### src/include/atpwm_pkg.sv
// constants, register map and carrier types of the autoreload pwm timer
package atpwm_pkg;
  localparam logic [7:0] ADDR_TIMER_CTRL_STATUS = 8'h0D;
  localparam logic [7:0] ADDR_COUNTER_HIGH = 8'h0E;
  localparam logic [7:0] ADDR_COUNTER_LOW = 8'h0F;
  localparam logic [7:0] ADDR_RELOAD_HIGH = 8'h10;
  localparam logic [7:0] ADDR_RELOAD_LOW = 8'h11;
  localparam logic [7:0] ADDR_OUTPUT_CTRL = 8'h12;
  localparam logic [7:0] ADDR_OUTPUT_CTRL_STATUS = 8'h13;
  localparam logic [7:0] ADDR_DUTY_HIGH = 8'h17;
  localparam logic [7:0] ADDR_DUTY_LOW = 8'h18;
  // field positions
  localparam int SRC_HI = 4;
  localparam int SRC_LO = 3;
  localparam int OVF_BIT = 2;
  localparam int OVERFLOW_IRQ_ENABLE_BIT = 1;
  localparam int COMPARE_IRQ_ENABLE_BIT = 0;
  localparam int POL_BIT = 1;
  localparam int CMPF_BIT = 0;
  localparam int OE_BIT = 0;
  localparam logic [7:0] BYTE_ZERO = 8'h00;
  localparam logic [11:0] COUNT_MAX = 12'hFFF;
  localparam logic [11:0] COUNT_ZERO = 12'h000;
  localparam logic [11:0] COUNT_ONE = 12'h001;
  localparam logic [3:0] HIGH_ZERO = 4'h0;
  // counter source select encodings
  typedef enum logic [1:0] {
    SRC_OFF = 2'b00,
    SRC_TIMEBASE = 2'b01,
    SRC_CPU = 2'b10,
    SRC_RSVD = 2'b11
  } atpwm_src_t;
  // register bus request
  typedef struct packed {
    logic [7:0] addr;
    logic [7:0] wdata;
    logic wr;
    logic rd;
  } atpwm_bus_t;
endpackage

### src/rtl/atpwm_tick_sel.sv
// counter tick selection from the chosen clock source
`timescale 1ns/1ns
module atpwm_tick_sel
  import atpwm_pkg::*;
(
  input wire logic core_clk,
  input wire logic rstn,
  input wire logic [1:0] srcSel,
  input wire logic timebaseTick,
  output logic countTick
);
  // registered tick; reserved and off selections give no tick
  always_ff @(posedge core_clk) begin
    if (!rstn) begin
      countTick <= 1'b0;
    end else begin
      case (srcSel)
        SRC_TIMEBASE: countTick <= timebaseTick;
        SRC_CPU: countTick <= 1'b1;
        SRC_OFF: countTick <= 1'b0;
        default: countTick <= 1'b0;
      endcase
    end
  end
endmodule

### src/rtl/atpwm_timer.sv
// 12-bit autoreload timer with one pwm output and output compare
//
// The strobed register port was decided locally.
`timescale 1ns/1ns
// Summary of operation
// - source select: 00 off, 01 timebase tick, 10 cpu clock, 11 reserved
// - overflow flag sets when the counter passes from FFF to reload value
// - reading timer control/status clears overflow flag; writes do not
// - cleared overflow flag stays high one more counter tick
// - overflow irq enable gates overflow request; reset clears it
// - compare irq enable gates compare request; reset clears it
// - 12-bit counter counts each tick, resets to zero, read as two bytes
// - on overflow the counter reloads from the reload register
// - reload register is writable and sets the output period
// - output enable 1: duty sets pwm; 0: duty is compare target
// - polarity bit 1 inverts the modulated output; reset clears it
// - compare flag sets on counter equal duty; output status read clears it
// - output enable 0 releases the pin; 1 drives the waveform
// - overflow loads active duty and drives high; match drives low
// - compare mode duty acts at once; high write suspends compare until low
// - compare only works for nonzero duty values
module atpwm_timer
  import atpwm_pkg::*;
(
  input wire logic core_clk,
  input wire logic rstn,
  input wire logic [7:0] busAddr,
  input wire logic [7:0] busWdata,
  input wire logic busWr,
  input wire logic busRd,
  output logic [7:0] busRdata,
  input wire logic timebaseTick,
  output logic pwmOut,
  output logic pwmOutEn,
  output logic overflowIrq,
  output logic compareIrq
);
  atpwm_bus_t bus;
  logic [1:0] srcSel;
  logic overflowFlag;
  logic ovfClearPending;
  logic overflowIrqEnable;
  logic compareIrqEnable;
  logic [11:0] countValue;
  logic [11:0] reloadValue;
  logic [11:0] dutyValue;
  logic [11:0] dutyShadow;
  logic compareLocked;
  logic outputEnable;
  logic outputPolarity;
  logic compareFlag;
  logic pwmLevel;
  logic countTick;
  logic overflowEvent;
  logic [11:0] compareTarget;
  logic compareHit;
  logic [7:0] next_rdata;

  assign bus = '{addr: busAddr, wdata: busWdata, wr: busWr, rd: busRd};

  function automatic logic hit(input atpwm_bus_t b, input logic [7:0] a, input logic isWr);
    hit = (b.addr == a) && (isWr ? b.wr : b.rd);
  endfunction

  atpwm_tick_sel u_tick (
    .core_clk(core_clk),
    .rstn(rstn),
    .srcSel(srcSel),
    .timebaseTick(timebaseTick),
    .countTick(countTick)
  );

  // overflow and compare decode
  assign overflowEvent = countTick && (countValue == COUNT_MAX);
  assign compareTarget = outputEnable ? dutyShadow : dutyValue;
  assign compareHit = countTick && !compareLocked && (compareTarget != COUNT_ZERO)
    && (countValue == compareTarget);

  // control/status fields
  always_ff @(posedge core_clk) begin
    if (!rstn) begin
      srcSel <= 2'b00;
      overflowIrqEnable <= 1'b0;
      compareIrqEnable <= 1'b0;
    end else if (hit(bus, ADDR_TIMER_CTRL_STATUS, 1'b1)) begin
      srcSel <= bus.wdata[SRC_HI:SRC_LO];
      overflowIrqEnable <= bus.wdata[OVERFLOW_IRQ_ENABLE_BIT];
      compareIrqEnable <= bus.wdata[COMPARE_IRQ_ENABLE_BIT];
    end
  end

  // counter with autoreload
  always_ff @(posedge core_clk) begin
    if (!rstn) begin
      countValue <= COUNT_ZERO;
    end else if (overflowEvent) begin
      countValue <= reloadValue;
    end else if (countTick) begin
      countValue <= countValue + COUNT_ONE;
    end
  end

  // overflow flag: set wins; a read arms a clear taken one tick later
  always_ff @(posedge core_clk) begin
    if (!rstn) begin
      overflowFlag <= 1'b0;
      ovfClearPending <= 1'b0;
    end else begin
      if (overflowEvent) begin
        overflowFlag <= 1'b1;
        ovfClearPending <= 1'b0;
      end else if (ovfClearPending && countTick) begin
        overflowFlag <= 1'b0;
        ovfClearPending <= 1'b0;
      end else if (hit(bus, ADDR_TIMER_CTRL_STATUS, 1'b0) && overflowFlag) begin
        ovfClearPending <= 1'b1;
      end
    end
  end

  // reload register bytes
  always_ff @(posedge core_clk) begin
    if (!rstn) begin
      reloadValue <= COUNT_ZERO;
    end else begin
      if (hit(bus, ADDR_RELOAD_HIGH, 1'b1)) begin
        reloadValue[11:8] <= bus.wdata[3:0];
      end
      if (hit(bus, ADDR_RELOAD_LOW, 1'b1)) begin
        reloadValue[7:0] <= bus.wdata;
      end
    end
  end

  // duty preload, lock between high and low byte writes
  always_ff @(posedge core_clk) begin
    if (!rstn) begin
      dutyValue <= COUNT_ZERO;
      compareLocked <= 1'b0;
    end else begin
      if (hit(bus, ADDR_DUTY_HIGH, 1'b1)) begin
        dutyValue[11:8] <= bus.wdata[3:0];
        compareLocked <= 1'b1;
      end
      if (hit(bus, ADDR_DUTY_LOW, 1'b1)) begin
        dutyValue[7:0] <= bus.wdata;
        compareLocked <= 1'b0;
      end
    end
  end

  // active duty shadow loaded at each overflow
  always_ff @(posedge core_clk) begin
    if (!rstn) begin
      dutyShadow <= COUNT_ZERO;
    end else if (overflowEvent) begin
      dutyShadow <= dutyValue;
    end
  end

  // output control and polarity
  always_ff @(posedge core_clk) begin
    if (!rstn) begin
      outputEnable <= 1'b0;
      outputPolarity <= 1'b0;
    end else begin
      if (hit(bus, ADDR_OUTPUT_CTRL, 1'b1)) begin
        outputEnable <= bus.wdata[OE_BIT];
      end
      if (hit(bus, ADDR_OUTPUT_CTRL_STATUS, 1'b1)) begin
        outputPolarity <= bus.wdata[POL_BIT];
      end
    end
  end

  // compare flag: set wins over read clear
  always_ff @(posedge core_clk) begin
    if (!rstn) begin
      compareFlag <= 1'b0;
    end else if (compareHit) begin
      compareFlag <= 1'b1;
    end else if (hit(bus, ADDR_OUTPUT_CTRL_STATUS, 1'b0)) begin
      compareFlag <= 1'b0;
    end
  end

  // raw pwm level: high at overflow, low on match
  always_ff @(posedge core_clk) begin
    if (!rstn) begin
      pwmLevel <= 1'b0;
    end else if (overflowEvent) begin
      pwmLevel <= 1'b1;
    end else if (compareHit && outputEnable) begin
      pwmLevel <= 1'b0;
    end
  end

  // pin drive and interrupt outputs
  always_ff @(posedge core_clk) begin
    if (!rstn) begin
      pwmOut <= 1'b0;
      pwmOutEn <= 1'b0;
      overflowIrq <= 1'b0;
      compareIrq <= 1'b0;
    end else begin
      pwmOut <= outputEnable & (pwmLevel ^ outputPolarity);
      pwmOutEn <= outputEnable;
      overflowIrq <= overflowFlag & overflowIrqEnable;
      compareIrq <= compareFlag & compareIrqEnable;
    end
  end

  // read mux, reserved bits zero
  always_comb begin
    next_rdata = BYTE_ZERO;
    case (bus.addr)
      ADDR_TIMER_CTRL_STATUS: next_rdata = {3'b000, srcSel, overflowFlag, overflowIrqEnable, compareIrqEnable};
      ADDR_COUNTER_HIGH: next_rdata = {HIGH_ZERO, countValue[11:8]};
      ADDR_COUNTER_LOW: next_rdata = countValue[7:0];
      ADDR_RELOAD_HIGH: next_rdata = {HIGH_ZERO, reloadValue[11:8]};
      ADDR_RELOAD_LOW: next_rdata = reloadValue[7:0];
      ADDR_OUTPUT_CTRL: next_rdata = {7'b000_0000, outputEnable};
      ADDR_OUTPUT_CTRL_STATUS: next_rdata = {6'b00_0000, outputPolarity, compareFlag};
      ADDR_DUTY_HIGH: next_rdata = {HIGH_ZERO, dutyValue[11:8]};
      ADDR_DUTY_LOW: next_rdata = dutyValue[7:0];
      default: next_rdata = BYTE_ZERO;
    endcase
  end

  // read data one cycle after the strobe, zero otherwise
  always_ff @(posedge core_clk) begin
    if (!rstn) begin
      busRdata <= BYTE_ZERO;
    end else begin
      busRdata <= bus.rd ? next_rdata : BYTE_ZERO;
    end
  end
endmodule

### config.mk
export PLATFORM = sky130hd
export DESIGN_NAME = atpwm_timer
export DESIGN_NICKNAME = d
export VERILOG_FILES = /design/src/include/atpwm_pkg.sv /design/src/rtl/atpwm_tick_sel.sv /design/src/rtl/atpwm_timer.sv
export SDC_FILE = /design/constraint.sdc
export NUM_CORES = 1
export LEC_CHECK = 0
export BUFFER_PORTS_ARGS = -buffer_cell sky130_fd_sc_hd__buf_4
export CORE_ASPECT_RATIO = 0.7
export CORE_MARGIN = 2
export CORE_UTILIZATION = 25
export CTS_CLUSTER_DIAMETER = 50
export CTS_CLUSTER_SIZE = 10
export DETAILED_ROUTE_END_ITERATION = 6
export SLEW_MARGIN = 20
export SYNTH_ARGS = -nofsm -noshare
export SYNTH_HDL_FRONTEND = slang
export SYNTH_SLANG_ARGS = --single-unit
export TNS_END_PERCENT = 10
### constraint.sdc
create_clock -name core_clk -period 1.9 [get_ports core_clk]
set_clock_uncertainty 0.1 [all_clocks]
set_input_delay 0.095 -clock core_clk [delete_from_list [all_inputs] [get_ports core_clk]]
set_output_delay 0.095 -clock core_clk [all_outputs]
set_load 0.005 [all_outputs]
# Yosys cells after proc, flatten, opt, wreduce, memory -nomap -nowiden

Cells that the tools add are included.

Bits in registers: 72
Bits of input ports: 21
Output and inout port bits: 12
Logic and storage cells: 77

$add $sub $neg: 1
Eq/ne operators: 13
Multiplexer cells: 11
Bitwise operators: 5
Reductions and logical operators: 25

Operators by type and width:

| cell                    | number |
|---|---|
| $pmux W8 S9             | 1 |
| $eq A8 B5 Y1 const B    | 6 |
| $mux W12                | 3 |
| $eq A8 B4 Y1 const B    | 3 |
| $logic_and A1 B1 Y1     | 16 |
| $add A12 B1 Y12 const B | 1 |
| $eq A12 B12 Y1          | 1 |
| $eq A12 B12 Y1 const B  | 1 |
| $reduce_bool A12 Y1     | 1 |
| $reduce_bool A2 Y1      | 4 |
| $mux W1                 | 6 |
| $and A1 B1 Y1           | 3 |
| $reduce_or A3 Y1        | 1 |
| $eq A2 B1 Y1 const B    | 1 |
| $eq A2 B2 Y1 const B    | 1 |
| $pmux W1 S2             | 1 |
| $reduce_and A2 Y1       | 1 |
| $reduce_or A2 Y1        | 1 |
| $logic_not A1 Y1        | 1 |
| $not A1 Y1              | 1 |
| $xor A1 B1 Y1           | 1 |

# Logic depth before layout (Yosys ltp)

Gate-level depths: netlist (run 1).

Depth in word-level cells: 7
Mapped depth: 7
Mapped depth without buffers: 6

# Modules after synthesis

Synthesis (run 1) repeated with hierarchy kept, for this count alone.

Cells, all modules: 428
Area total of the unflattened synthesis: 3547.2 um^2

By module, submodules not included:

| module         | times used | cells an instance | area an instance (um^2) | sequential area each (um^2) |
|---|---|---|---|---|
| atpwm_timer    | 1          | 421               | 3477.1                  | 1421.4 |
| atpwm_tick_sel | 1          | 7                 | 70.1                    | 20.0 |

# Worst setup path after synthesis (run 1)

No wires, ideal clock.

Path type: register -> register
From: reg countValue[0]
To: reg countValue[7]
Setup time: 122 ps
Data arrival time: 1479 ps
Required time: 1678 ps
Setup slack: 199 ps
Cell stages (with the launch flop): 8
Path buffers: 1
Period minus slack after synthesis: 1701 ps
Cell sequence: dfxtp_1 ha_1 nand2_1 nor2_2 and3_1 buf_2 o21a_1 o22ai_1

Word-level cells in the longest chain between the ends: 3
Elaborated cells between the ends (all ways): 6
Classes of those cells: 1 x add/sub; 1 x eq/ne; 2 x mux; 2 x reduce/logical

Ends and longest elaborated chain:

| item                                              | line                                 | source |
|---|---|---|
| start, declared                                   | atpwm_timer.sv:44                    | `logic [11:0] countValue;` |
| start signal, assigned                            | atpwm_timer.sv:97                    | `countValue <= reloadValue;` |
| start signal, assigned                            | atpwm_timer.sv:99                    | `countValue <= countValue + COUNT_ONE;` |
| $add A12 B1 Y12 or $eq A12 B12 Y1 (tied branches) | atpwm_timer.sv:99, atpwm_timer.sv:74 |  |
| $mux W12 or $logic_and A1 B1 Y1 (tied branches)   | atpwm_timer.sv:98, atpwm_timer.sv:74 |  |
| $mux W12 or $reduce_bool A2 Y1 (tied branches)    | n/a                                  |  |

Several ways; a longest one is shown, not always the timed one. The select of a mux whose other input is x is not followed.
A chain may end at the register's enable or synchronous reset.

# Worst setup path in the final report (run 1)

From: reg outputEnable
To: reg pwmLevel

Word-level cells in the longest chain between the ends: 6
Elaborated cells between the ends (all ways): 7
Classes of those cells: 1 x eq/ne; 1 x mux; 5 x reduce/logical

Ends and longest elaborated chain:

| item                                    | line               | source |
|---|---|---|
| start, declared                         | atpwm_timer.sv:49  | `logic outputEnable;` |
| start signal, assigned                  | atpwm_timer.sv:168 | `outputEnable <= bus.wdata[OE_BIT];` |
| $mux W12                                | atpwm_timer.sv:75  | `assign compareTarget = outputEnable ? dutyShadow : dutyValue;` |
| $reduce_bool A12 Y1                     | atpwm_timer.sv:76  | `assign compareHit = countTick && !compareLocked && (compareTarget != COUNT_ZERO)` |
| $logic_and A1 B1 Y1                     | atpwm_timer.sv:76  |  |
| $logic_and A1 B1 Y1                     | atpwm_timer.sv:77  | `&& (countValue == compareTarget);` |
| $logic_and A1 B1 Y1 (*)                 | atpwm_timer.sv:193 | `end else if (compareHit && outputEnable) begin` |
| $reduce_bool A2 Y1 (no source line) (*) | n/a                |  |
| end signal, assigned                    | atpwm_timer.sv:190 | `pwmLevel <= 1'b0;` |
| end signal, assigned                    | atpwm_timer.sv:192 | `pwmLevel <= 1'b1;` |
| end signal, assigned                    | atpwm_timer.sv:194 | `pwmLevel <= 1'b0;` |
| end, declared                           | atpwm_timer.sv:52  | `logic pwmLevel;` |

Mark *: on every way between the ends. The rest lies on a longest branch, timed or not.

==> flow_summary.json, run 1 <==
{
  "synth_top_area_cell": "dfxtp_1",
  "max_slew_margin": 0.6822,
  "worst-path-max-fanout": 17,
  "setup_ws_ns": 0.1476,
  "root_buffer": "clkbuf_16",
  "cts_tree": "built",
  "post-route-drc-count": 0,
  "crit_buf_inv": 1,
  "wl_um": 11780,
  "start_util": 0.2571,
  "r2r_slack_ns": 0.15,
  "synth_fp_nets": 462,
  "finalCritPeriodShare": 0.9223,
  "cts_hold_buf": 10,
  "cp_slowest_cell": "dfxtp_1",
  "first_global_vias": 3333,
  "htree_levels": 3,
  "ys_warn_count": 0,
  "grt_overflow": 0,
  "hold_viol": 0,
  "p_leak_nw": 1.583,
  "synth_edf_count": 0,
  "dp_hpwl_um": 8923,
  "maxCapViolCount": 0,
  "whs_ns": 0.01939,
  "tns_ns": 0,
  "status": "completed",
  "worstHoldPathType": "in -> reg",
  "crit_path_start_kind": "register",
  "grt_max_degree": 28,
  "post_cts_buffers": 0,
  "synth.area.top_cells": "dfxtp_1 40%, nand2_1 7.6%, a21oi_1 7.5%",
  "drive_above_1_share": 0.1908,
  "synth-seq-cells": 72,
  "worstMarginPinSlew_ns": 0.4753,
  "async_flop_share": 0,
  "synth_top_flop_cell": "dfxtp_1",
  "final_core_util": 0.3271,
  "clk_pin_slew_ns": 0.06,
  "crit_chain": "buf_12 -> mux2i_1 -> xnor2_1 -> nor4_1 -> nand4_1 -> o21ba_1",
  "fin_area_mm2": 0.004582,
  "cts_sinks": 72,
  "avgSynthCellArea_um2": 8.224,
  "ios": 33,
  "die_h_um": 104.4,
  "ys_types": 50,
  "routedWlPerCell_um": 17.13,
  "ctsResizeCount": 0,
  "core-area_mm2": 0.01401,
  "synth_area_mm2": 0.003602,
  "final_common_cell": "nand2_1",
  "drt_iter0_drc": 400,
  "netlist.area_leader.share": 0.4001,
  "fin_nets": 519,
  "dpl_cell_area_mm2": 0.004208,
  "dp_slack_ns": 0.1538,
  "vias_per_cell": 5.238,
  "ir_worst_vdd_v": 0.0004622,
  "cts_made_buffers": 9,
  "clock_path_buffers": 2,
  "vias": 3604,
  "grt_pass1_wl_um": 18620,
  "cp_slowest_stage_delay_ns": 0.36,
  "dieArea_mm2": 0.01540,
  "slew_viol_final": 0,
  "dr.pass1.iters": 5,
  "worstSetupPathType": "reg -> reg",
  "clk_latency_ns": 0.33,
  "rows": 36,
  "drtAntennaViolNets": 0,
  "netlist_instances": 438,
  "die_w_um": 147.5,
  "path_delay_family": "simple AND/OR/NAND/NOR gates",
  "track_usage": 0.1576,
  "yosysSeqAreaShare": 0.4001,
  "gp_congestion": 0.9415,
  "io_buffers": 32,
  "setup_viol": 0,
  "fillCellCount": 1466,
  "antenna_found_initial": 0,
  "fmax_mhz": 570.6,
  "min_period_ns": 1.752,
  "crit_arrival_ns": 1.88,
  "area_growth_pct": 27.20,
  "critical_path_required_ns": 2.03,
  "end_kind": "register",
  "rsz0062_at_grt": "no",
  "powerDensity_mw_per_mm2": 706.3,
  "final_cell_mix": "73 x nand2_1, 72 x dfxtp_1, 65 x buf_4",
  "antennaDiodeCount": 0
}
==> cells by family (layout without fill, tap and decap cells) <==
kind of cell | Yosys count | after routing | share of synthesized area
flip-flops | 72 | 72 | 0.4001
buffers and inverters | 36 | 96 | 0.04966
multiplexers | 32 | 32 | 0.09066
adder cells (fa/ha/maj) | 3 | 3 | 0.01042
XOR/XNOR | 14 | 14 | 0.03404
AND/OR/NAND/NOR | 180 | 180 | 0.2463
AO/OA/AOI/OAI | 101 | 101 | 0.1688
==> worst register-to-register path: stages, from the launching register on <==
cell and delay, ns:
dfxtp_1 0.36, buf_12 0.17, mux2i_1 0.25, xnor2_1 0.09, nor4_1 0.33, nand4_1 0.16
o21ba_1 0.20
==> through the flow <==
stage | power [mW] | instances
after floorplan | 1.609 | 438
after global placement | 1.679 | 664
after detailed placement | 1.680 | 664
after CTS | 3.263 | 688
after global routing | 3.353 | 688
final | 3.236 | 688
==> state kept, by name (all words and copies together), names as in the netlist, 2 cells and up <==
name,count
busRdata,8
countValue,12
dutyShadow,12
dutyValue,12
reloadValue,12
srcSel,2
==> cell usage after synthesis, types with 2 or more instances <==
library cell	number
and3_1	8
o21ai_0	12
nand3_1	35
a31oi_1	4
xnor2_1	13
nor2_1	21
dfxtp_1	72
nor2_2	2
ha_1	3
a22oi_1	8
buf_4	3
nand4_1	6
nor3_1	9
a21boi_0	2
nand2_1	73
nor2b_1	5
buf_6	2
mux2_2	5
buf_2	13
nor3b_1	2
o21a_1	3
mux2i_1	27
a41oi_1	2
nor4_1	8
o22ai_1	4
a22o_1	5
clkbuf_1	11
nand3_2	2
a21oi_1	54
inv_1	4
==> area by class of cell <==
type / instances / area (um2) / area share
multi-input cells: 330 / 1982 / 0.4326
clock buffers: 14 / 274.0 / 0.05980
repair buffers: 77 / 628.1 / 0.1371
flip-flops and latches: 72 / 1441 / 0.3146
well taps: 190 / 237.7 / 0.05188
inverters: 5 / 18.77 / 0.004096
==> routing by layer <==
metal	GRT usage	wire length [um]
met5	0.03333	63
met1	0.2445	5729
met2	0.2053	4527
met4	0.03640	108
met3	0.04605	1356
==> worst paths after layout <==
check,startpoint,endpoint,depth (start not counted)
worst min-delay path,rstn,countValue[1]$_SDFFE_PN0P_,3
worst max register to register,outputEnable$_SDFFE_PN0P_,pwmLevel$_SDFFE_PN0P_,6
worst min register to register,dutyShadow[4]$_SDFFE_PN0P_,dutyShadow[4]$_SDFFE_PN0P_,2
worst max-delay path,outputEnable$_SDFFE_PN0P_,pwmLevel$_SDFFE_PN0P_,6
==> power breakdown <==
| part | leakage [nW] | internal, mW | switching, mW |
|---|---|---|---|
| registers | 0.580 | 1.51 | 0.00112 |
| clock network | 0.135 | 0.977 | 0.592 |
| logic | 0.868 | 0.0626 | 0.0923 |
| total | 1.58 | 2.55 | 0.685 |
(Power assumes the default switching activity.)
==> inputs of run 2 (changes only) <==
- CELL_PAD_IN_SITES_DETAIL_PLACEMENT: default -> 0
- CELL_PAD_IN_SITES_GLOBAL_PLACEMENT: default -> 1
- CTS_CLUSTER_DIAMETER: 50 -> 60
- PLACE_DENSITY_LB_ADDON: default -> 0.1
==> run 2 against run 1 <==
- non-clock buffer count increased by 14
- core utilization is 1.3 points higher
- highest routed layer is now met4
- first-iteration DRC count decreased by 30%
- via count fell by 1.3%
- largest cell class unchanged
- die area is the same
- combinational power increased by 9.7%
- final area up 3.9%
- cell count increased by 2.3%
- critical endpoint is now busRdata[0]$_SDFF_PN0_
- sequential power about the same
- register-to-register slack got worse by 0.06 ns
==> flow_summary.json, run 2 (same netlist as run 1, synthesis figures left out) <==
{
  "final_common_cell": "buf_4",
  "end_kind": "register",
  "p_leak_nw": 1.683,
  "antenna_found_initial": 0,
  "combinationalPowerShare": 0.050,
  "finalCritPeriodShare": 0.9546,
  "rsz0062_at_grt": "no",
  "htree_levels": 3,
  "ir_worst_vdd_v": 0.0004461,
  "antennaDiodeCount": 0,
  "drt_iter0_drc": 282,
  "die_w_um": 147.5,
  "r2r-start": "outputEnable$_SDFFE_PN0P_",
  "grt_overflow": 0,
  "drive_above_1_share": 0.2276,
  "slew_viol_final": 0,
  "vias": 3557,
  "crit_path_start_kind": "register",
  "dp_hpwl_um": 10210,
  "max_slew_margin": 0.6809,
  "clock_path_buffers": 2,
  "clk_pin_slew_ns": 0.06,
  "final_cell_mix": "77 x buf_4, 73 x nand2_1, 71 x dfxtp_1",
  "post-route-drc-count": 0,
  "crit_arrival_ns": 1.93,
  "seqPwrFrac": 0.440,
  "status": "completed",
  "grt_max_degree": 23,
  "start_util": 0.2571,
  "wl_um": 13810,
  "worstSetupPathType": "reg -> reg",
  "p_clk_frac": 0.511,
  "powerDensity_mw_per_mm2": 722.2,
  "fin_nets": 533,
  "final_core_util": 0.3399,
  "ios": 33,
  "min_period_ns": 1.814,
  "clk_latency_ns": 0.34,
  "routedWlPerCell_um": 19.61,
  "rows": 36,
  "maxCapViolCount": 0,
  "vias_per_cell": 5.053,
  "gp_congestion": 0.8733,
  "setup_viol": 0,
  "internal-power_mw": 2.668,
  "critical_path_required_ns": 2.02,
  "tns_ns": 0,
  "io_buffers": 32,
  "r2r_slack_ns": 0.09,
  "worstHoldPathType": "in -> reg",
  "cts_made_buffers": 9,
  "cts_tree": "built",
  "worst-path-max-fanout": 9,
  "hold_depth": 3,
  "grt_pass1_wl_um": 21380,
  "worstRegToRegCells": 8,
  "area_growth_pct": 32.16,
  "dr.pass1.iters": 5,
  "track_usage": 0.1852,
  "first_global_vias": 3420,
  "switching_share": 0.2241,
  "core-area_mm2": 0.01401,
  "drtAntennaViolNets": 0,
  "die_h_um": 104.4,
  "switching_power_uw": 770.7,
  "dieArea_mm2": 0.01540,
  "root_buffer": "clkbuf_16",
  "hp-start": "rstn",
  "cp-startpoint": "outputEnable$_SDFFE_PN0P_",
  "cts_sinks": 72,
  "hold_viol": 0,
  "worstMarginPinSlew_ns": 0.4760,
  "fmax_mhz": 551.3
}
==> run 2: cell types whose count changed in the layout (fill, tap and decap cells not counted), sizes merged <==
cell    delta
clkinv     +2
bufinv     +1
buf       +14
clkbuf     -1
==> run 2: timing repair <==
action                                  in CTS  in global routing
resized for setup                            0                  8
hold endpoints to repair                    31                  0
endpoints found under the setup margin       0                  1
hold buffers                                10                  0
buffers inserted                             0                  3
==> run 2: metal layers <==
layer / wire length (um) / vias to the layer above / track usage
li1: - / 1701 / -
met1: 7337 / 1737 / 0.2857
met2: 5639 / 103 / 0.2577
met3: 629 / 16 / 0.03772
met4: 198 / 0 / 0.04602
met5: 0 / - / 0
==> run 2: power groups by stage <==
stage | clock network, mW | registers, mW | logic [mW]
6_report | 1.76 | 1.51 | 0.170
5_1_grt | 1.86 | 1.51 | 0.184
4_1_cts | 1.78 | 1.51 | 0.171
3_5_place_dp | 0 | 1.54 | 0.155
3_3_place_gp | 0 | 1.54 | 0.156
2_1_floorplan | 0 | 1.54 | 0.0647
==> run 2: path summary, 6_finish.rpt <==
check,endpoint
max,busRdata[0]$_SDFF_PN0_
min,countValue[1]$_SDFFE_PN0P_
max reg2reg,busRdata[0]$_SDFF_PN0_
min reg2reg,dutyShadow[11]$_SDFFE_PN0P_
==> run 2: through the flow <==
step	power (mW)	hold slack, ns	instance area (um2)	setup slack [ns]	instances
final	3.438	0.02268	4761	0.08619	704
after CTS	3.463	0.02011	4703	0.1191	701
after global placement	1.701	0.2843	4303	0.1360	675
after floorplan	1.609	0.1389	3602	0.1990	438
after detailed placement	1.700	0.2963	4303	0.1250	675
after global routing	3.554	0.04436	4761	0.02926	704
==> run 2: layout make-up <==
class / count / area (um2)
Tap cell: 190 / 237.7
Timing Repair Buffer: 91 / 749.5
Multi-Input combinational cell: 330 / 2012
Clock inverter: 3 / 40.04
Sequential cell: 72 / 1443
Clock buffer: 13 / 260.3
Inverter: 5 / 18.77
Fill cell: 1474 / 9248
==> run 2: critical path: stages (launching register included) <==
cell,delay [ns]
dfxtp_2,0.33
buf_12,0.14
buf_6,0.14
buf_4,0.14
mux2i_1,0.15
o32a_1,0.16
nor2_1,0.05
a221oi_1,0.36
a21oi_1,0.12
==> inputs of run 3 (changes only) <==
--- a/config.mk
+++ b/config.mk
@@ -10,5 +10,5 @@
 export CELL_PAD_IN_SITES_GLOBAL_PLACEMENT = 1
 export CORE_ASPECT_RATIO = 0.7
-export CORE_MARGIN = 2
+export CORE_MARGIN = 4
 export CORE_UTILIZATION = 25
 export CTS_CLUSTER_DIAMETER = 60
==> constraint.sdc (replaced) <==
create_clock -name core_clk -period 1.9 [get_ports core_clk]
set_clock_uncertainty 0.1 [all_clocks]
set_input_delay 0 -clock core_clk [delete_from_list [all_inputs] [get_ports core_clk]]
set_output_delay 0 -clock core_clk [all_outputs]
set_load 0.005 [all_outputs]
==> run 3 against run 2 <==
- sequential cell count stayed put
- worst setup slack better by 0.043 ns
- total power is 6.5% lower
- final area is 1.7% lower
==> flow_summary.json, run 3 (same netlist as run 1, synthesis figures left out) <==
{
  "met1_length_um": 7530,
  "ios": 33,
  "die_w_um": 151.5,
  "grt_pass1_wl_um": 21280,
  "hold_depth": 4,
  "clk_pin_slew_ns": 0.06,
  "area_growth_pct": 29.94,
  "end_kind": "register",
  "cp_num_cells": 6,
  "start_util": 0.2571,
  "tns_ns": 0,
  "clk_latency_ns": 0.34,
  "vias_per_cell": 5.007,
  "fin_nets": 533,
  "crit_arrival_ns": 1.90,
  "grt_max_degree": 24,
  "dr.max_layer_used": "met4",
  "fin_area_mm2": 0.004681,
  "ir_worst_vdd_v": 0.0003804,
  "maxCapViolCount": 0,
  "dp_hpwl_um": 10580,
  "finalCritPeriodShare": 0.9320,
  "powerDensity_mw_per_mm2": 686.5,
  "worstHoldPathType": "in -> reg",
  "crit_buf_inv": 1,
  "hold_viol": 0,
  "final_common_cell": "buf_4",
  "die_h_um": 108.4,
  "dpl_cell_area_mm2": 0.004278,
  "routedWlPerCell_um": 20.11,
  "route.met2.wl_um": 5649,
  "worstSetupPathType": "reg -> reg",
  "antennaDiodeCount": 0,
  "worstRegToRegCells": 6,
  "drive_above_1_share": 0.2109,
  "met3_length_um": 718,
  "clock_path_buffers": 2,
  "antenna_found_initial": 0,
  "p_leak_nw": 1.645,
  "drt_iter0_drc": 270,
  "cp_slowest_cell": "dfxtp_1",
  "crit_path_start_kind": "register",
  "cp_slowest_stage_delay_ns": 0.37,
  "dieArea_mm2": 0.01642,
  "fmax_mhz": 564.7,
  "min_period_ns": 1.771,
  "path_delay_family": "simple AND/OR/NAND/NOR gates",
  "power_mw": 3.213,
  "status": "completed",
  "vias": 3515,
  "core-area_mm2": 0.01401,
  "post-route-drc-count": 0,
  "grt_overflow": 0,
  "root_buffer": "clkbuf_16",
  "final_cell_mix": "77 x buf_4, 73 x nand2_1, 72 x dfxtp_1",
  "setup_viol": 0,
  "rsz0062_at_grt": "yes",
  "slew_viol_final": 0,
  "cts_made_buffers": 9,
  "cts_tree": "built",
  "io_buffers": 32,
  "dr.pass1.iters": 4,
  "drtAntennaViolNets": 0,
  "worst-path-max-fanout": 16,
  "r2r_slack_ns": 0.13,
  "htree_levels": 3,
  "worstMarginPinSlew_ns": 0.5079,
  "cts_sinks": 72,
  "critical_path_required_ns": 2.03,
  "track_usage": 0.1775,
  "max_slew_margin": 0.6609,
  "wl_um": 14120,
  "crit_chain": "buf_12 -> mux2i_1 -> xnor2_1 -> nor4_2 -> nand4_1 -> o21ba_1",
  "rows": 36,
  "first_global_vias": 3399,
  "gp_congestion": 0.8586
}
-- run 3: changes by cell type in the layout (fill, tap and decap cells not counted), sizes merged --
cell         previous run  this run
bufinv                  1         0
clkinv                  2         1
dlygate4sd3            10        13
buf                    81        78
-- run 3: metal layers --
metal	vias up	global-route usage
li1	1702	-
met1	1684	0.2797
met2	108	0.2365
met3	21	0.03645
met4	0	0.05175
met5	-	0
-- run 3: worst paths after layout --
path,start,endpoint
max,outputEnable$_SDFFE_PN0P_,pwmLevel$_SDFFE_PN0P_
min,busAddr[0],outputPolarity$_SDFFE_PN0P_
max reg2reg,outputEnable$_SDFFE_PN0P_,pwmLevel$_SDFFE_PN0P_
min reg2reg,reloadValue[6]$_SDFFE_PN0P_,busRdata[6]$_SDFF_PN0_
-- run 3: area by class of cell --
type                            instances  area, um2
Inverter                                5      18.77
Tap cell                              190      237.7
Clock buffer                           13      250.2
Sequential cell                        72       1441
Multi-Input combinational cell        330       1999
Timing Repair Buffer                   91      728.2
Fill cell                            1485       9328
Clock inverter                          1      5.005
-- run 3: report_power, final --
part / leakage (nW) / internal [mW] / switching, mW
registers: 0.580 / 1.51 / 0.000856
logic: 0.940 / 0.0684 / 0.101
clock network: 0.126 / 0.904 / 0.628
total: 1.64 / 2.48 / 0.730
-- run 3: repair_timing --
action,in CTS,in global routing
hold endpoints to repair,40,0
endpoints found under the setup margin,0,5
hold buffers,13,0
buffers inserted,0,0
gates resized for setup,0,4
-- run 3: stage by stage --
| step | utilization | cells | hold slack [ns] | setup WS (ns) |
|---|---|---|---|---|
| after floorplan | - | 438 | 0.04394 | 0.1990 |
| after global placement | 0.3054 | 675 | 0.1865 | 0.06995 |
| after detailed placement | 0.3054 | 675 | 0.1963 | 0.08440 |
| after CTS | 0.3329 | 702 | 0.03362 | 0.06612 |
| after global routing | 0.3341 | 702 | 0.07716 | 0.01102 |
| final | 0.3341 | 702 | 0.05058 | 0.1293 |
-- run 3: worst reg2reg max path, stage by stage, from the launching register on --
cell and delay, ns:
dfxtp_1 0.37, buf_12 0.18, mux2i_1 0.24, xnor2_1 0.10, nor4_2 0.31, nand4_1 0.16
o21ba_1 0.21
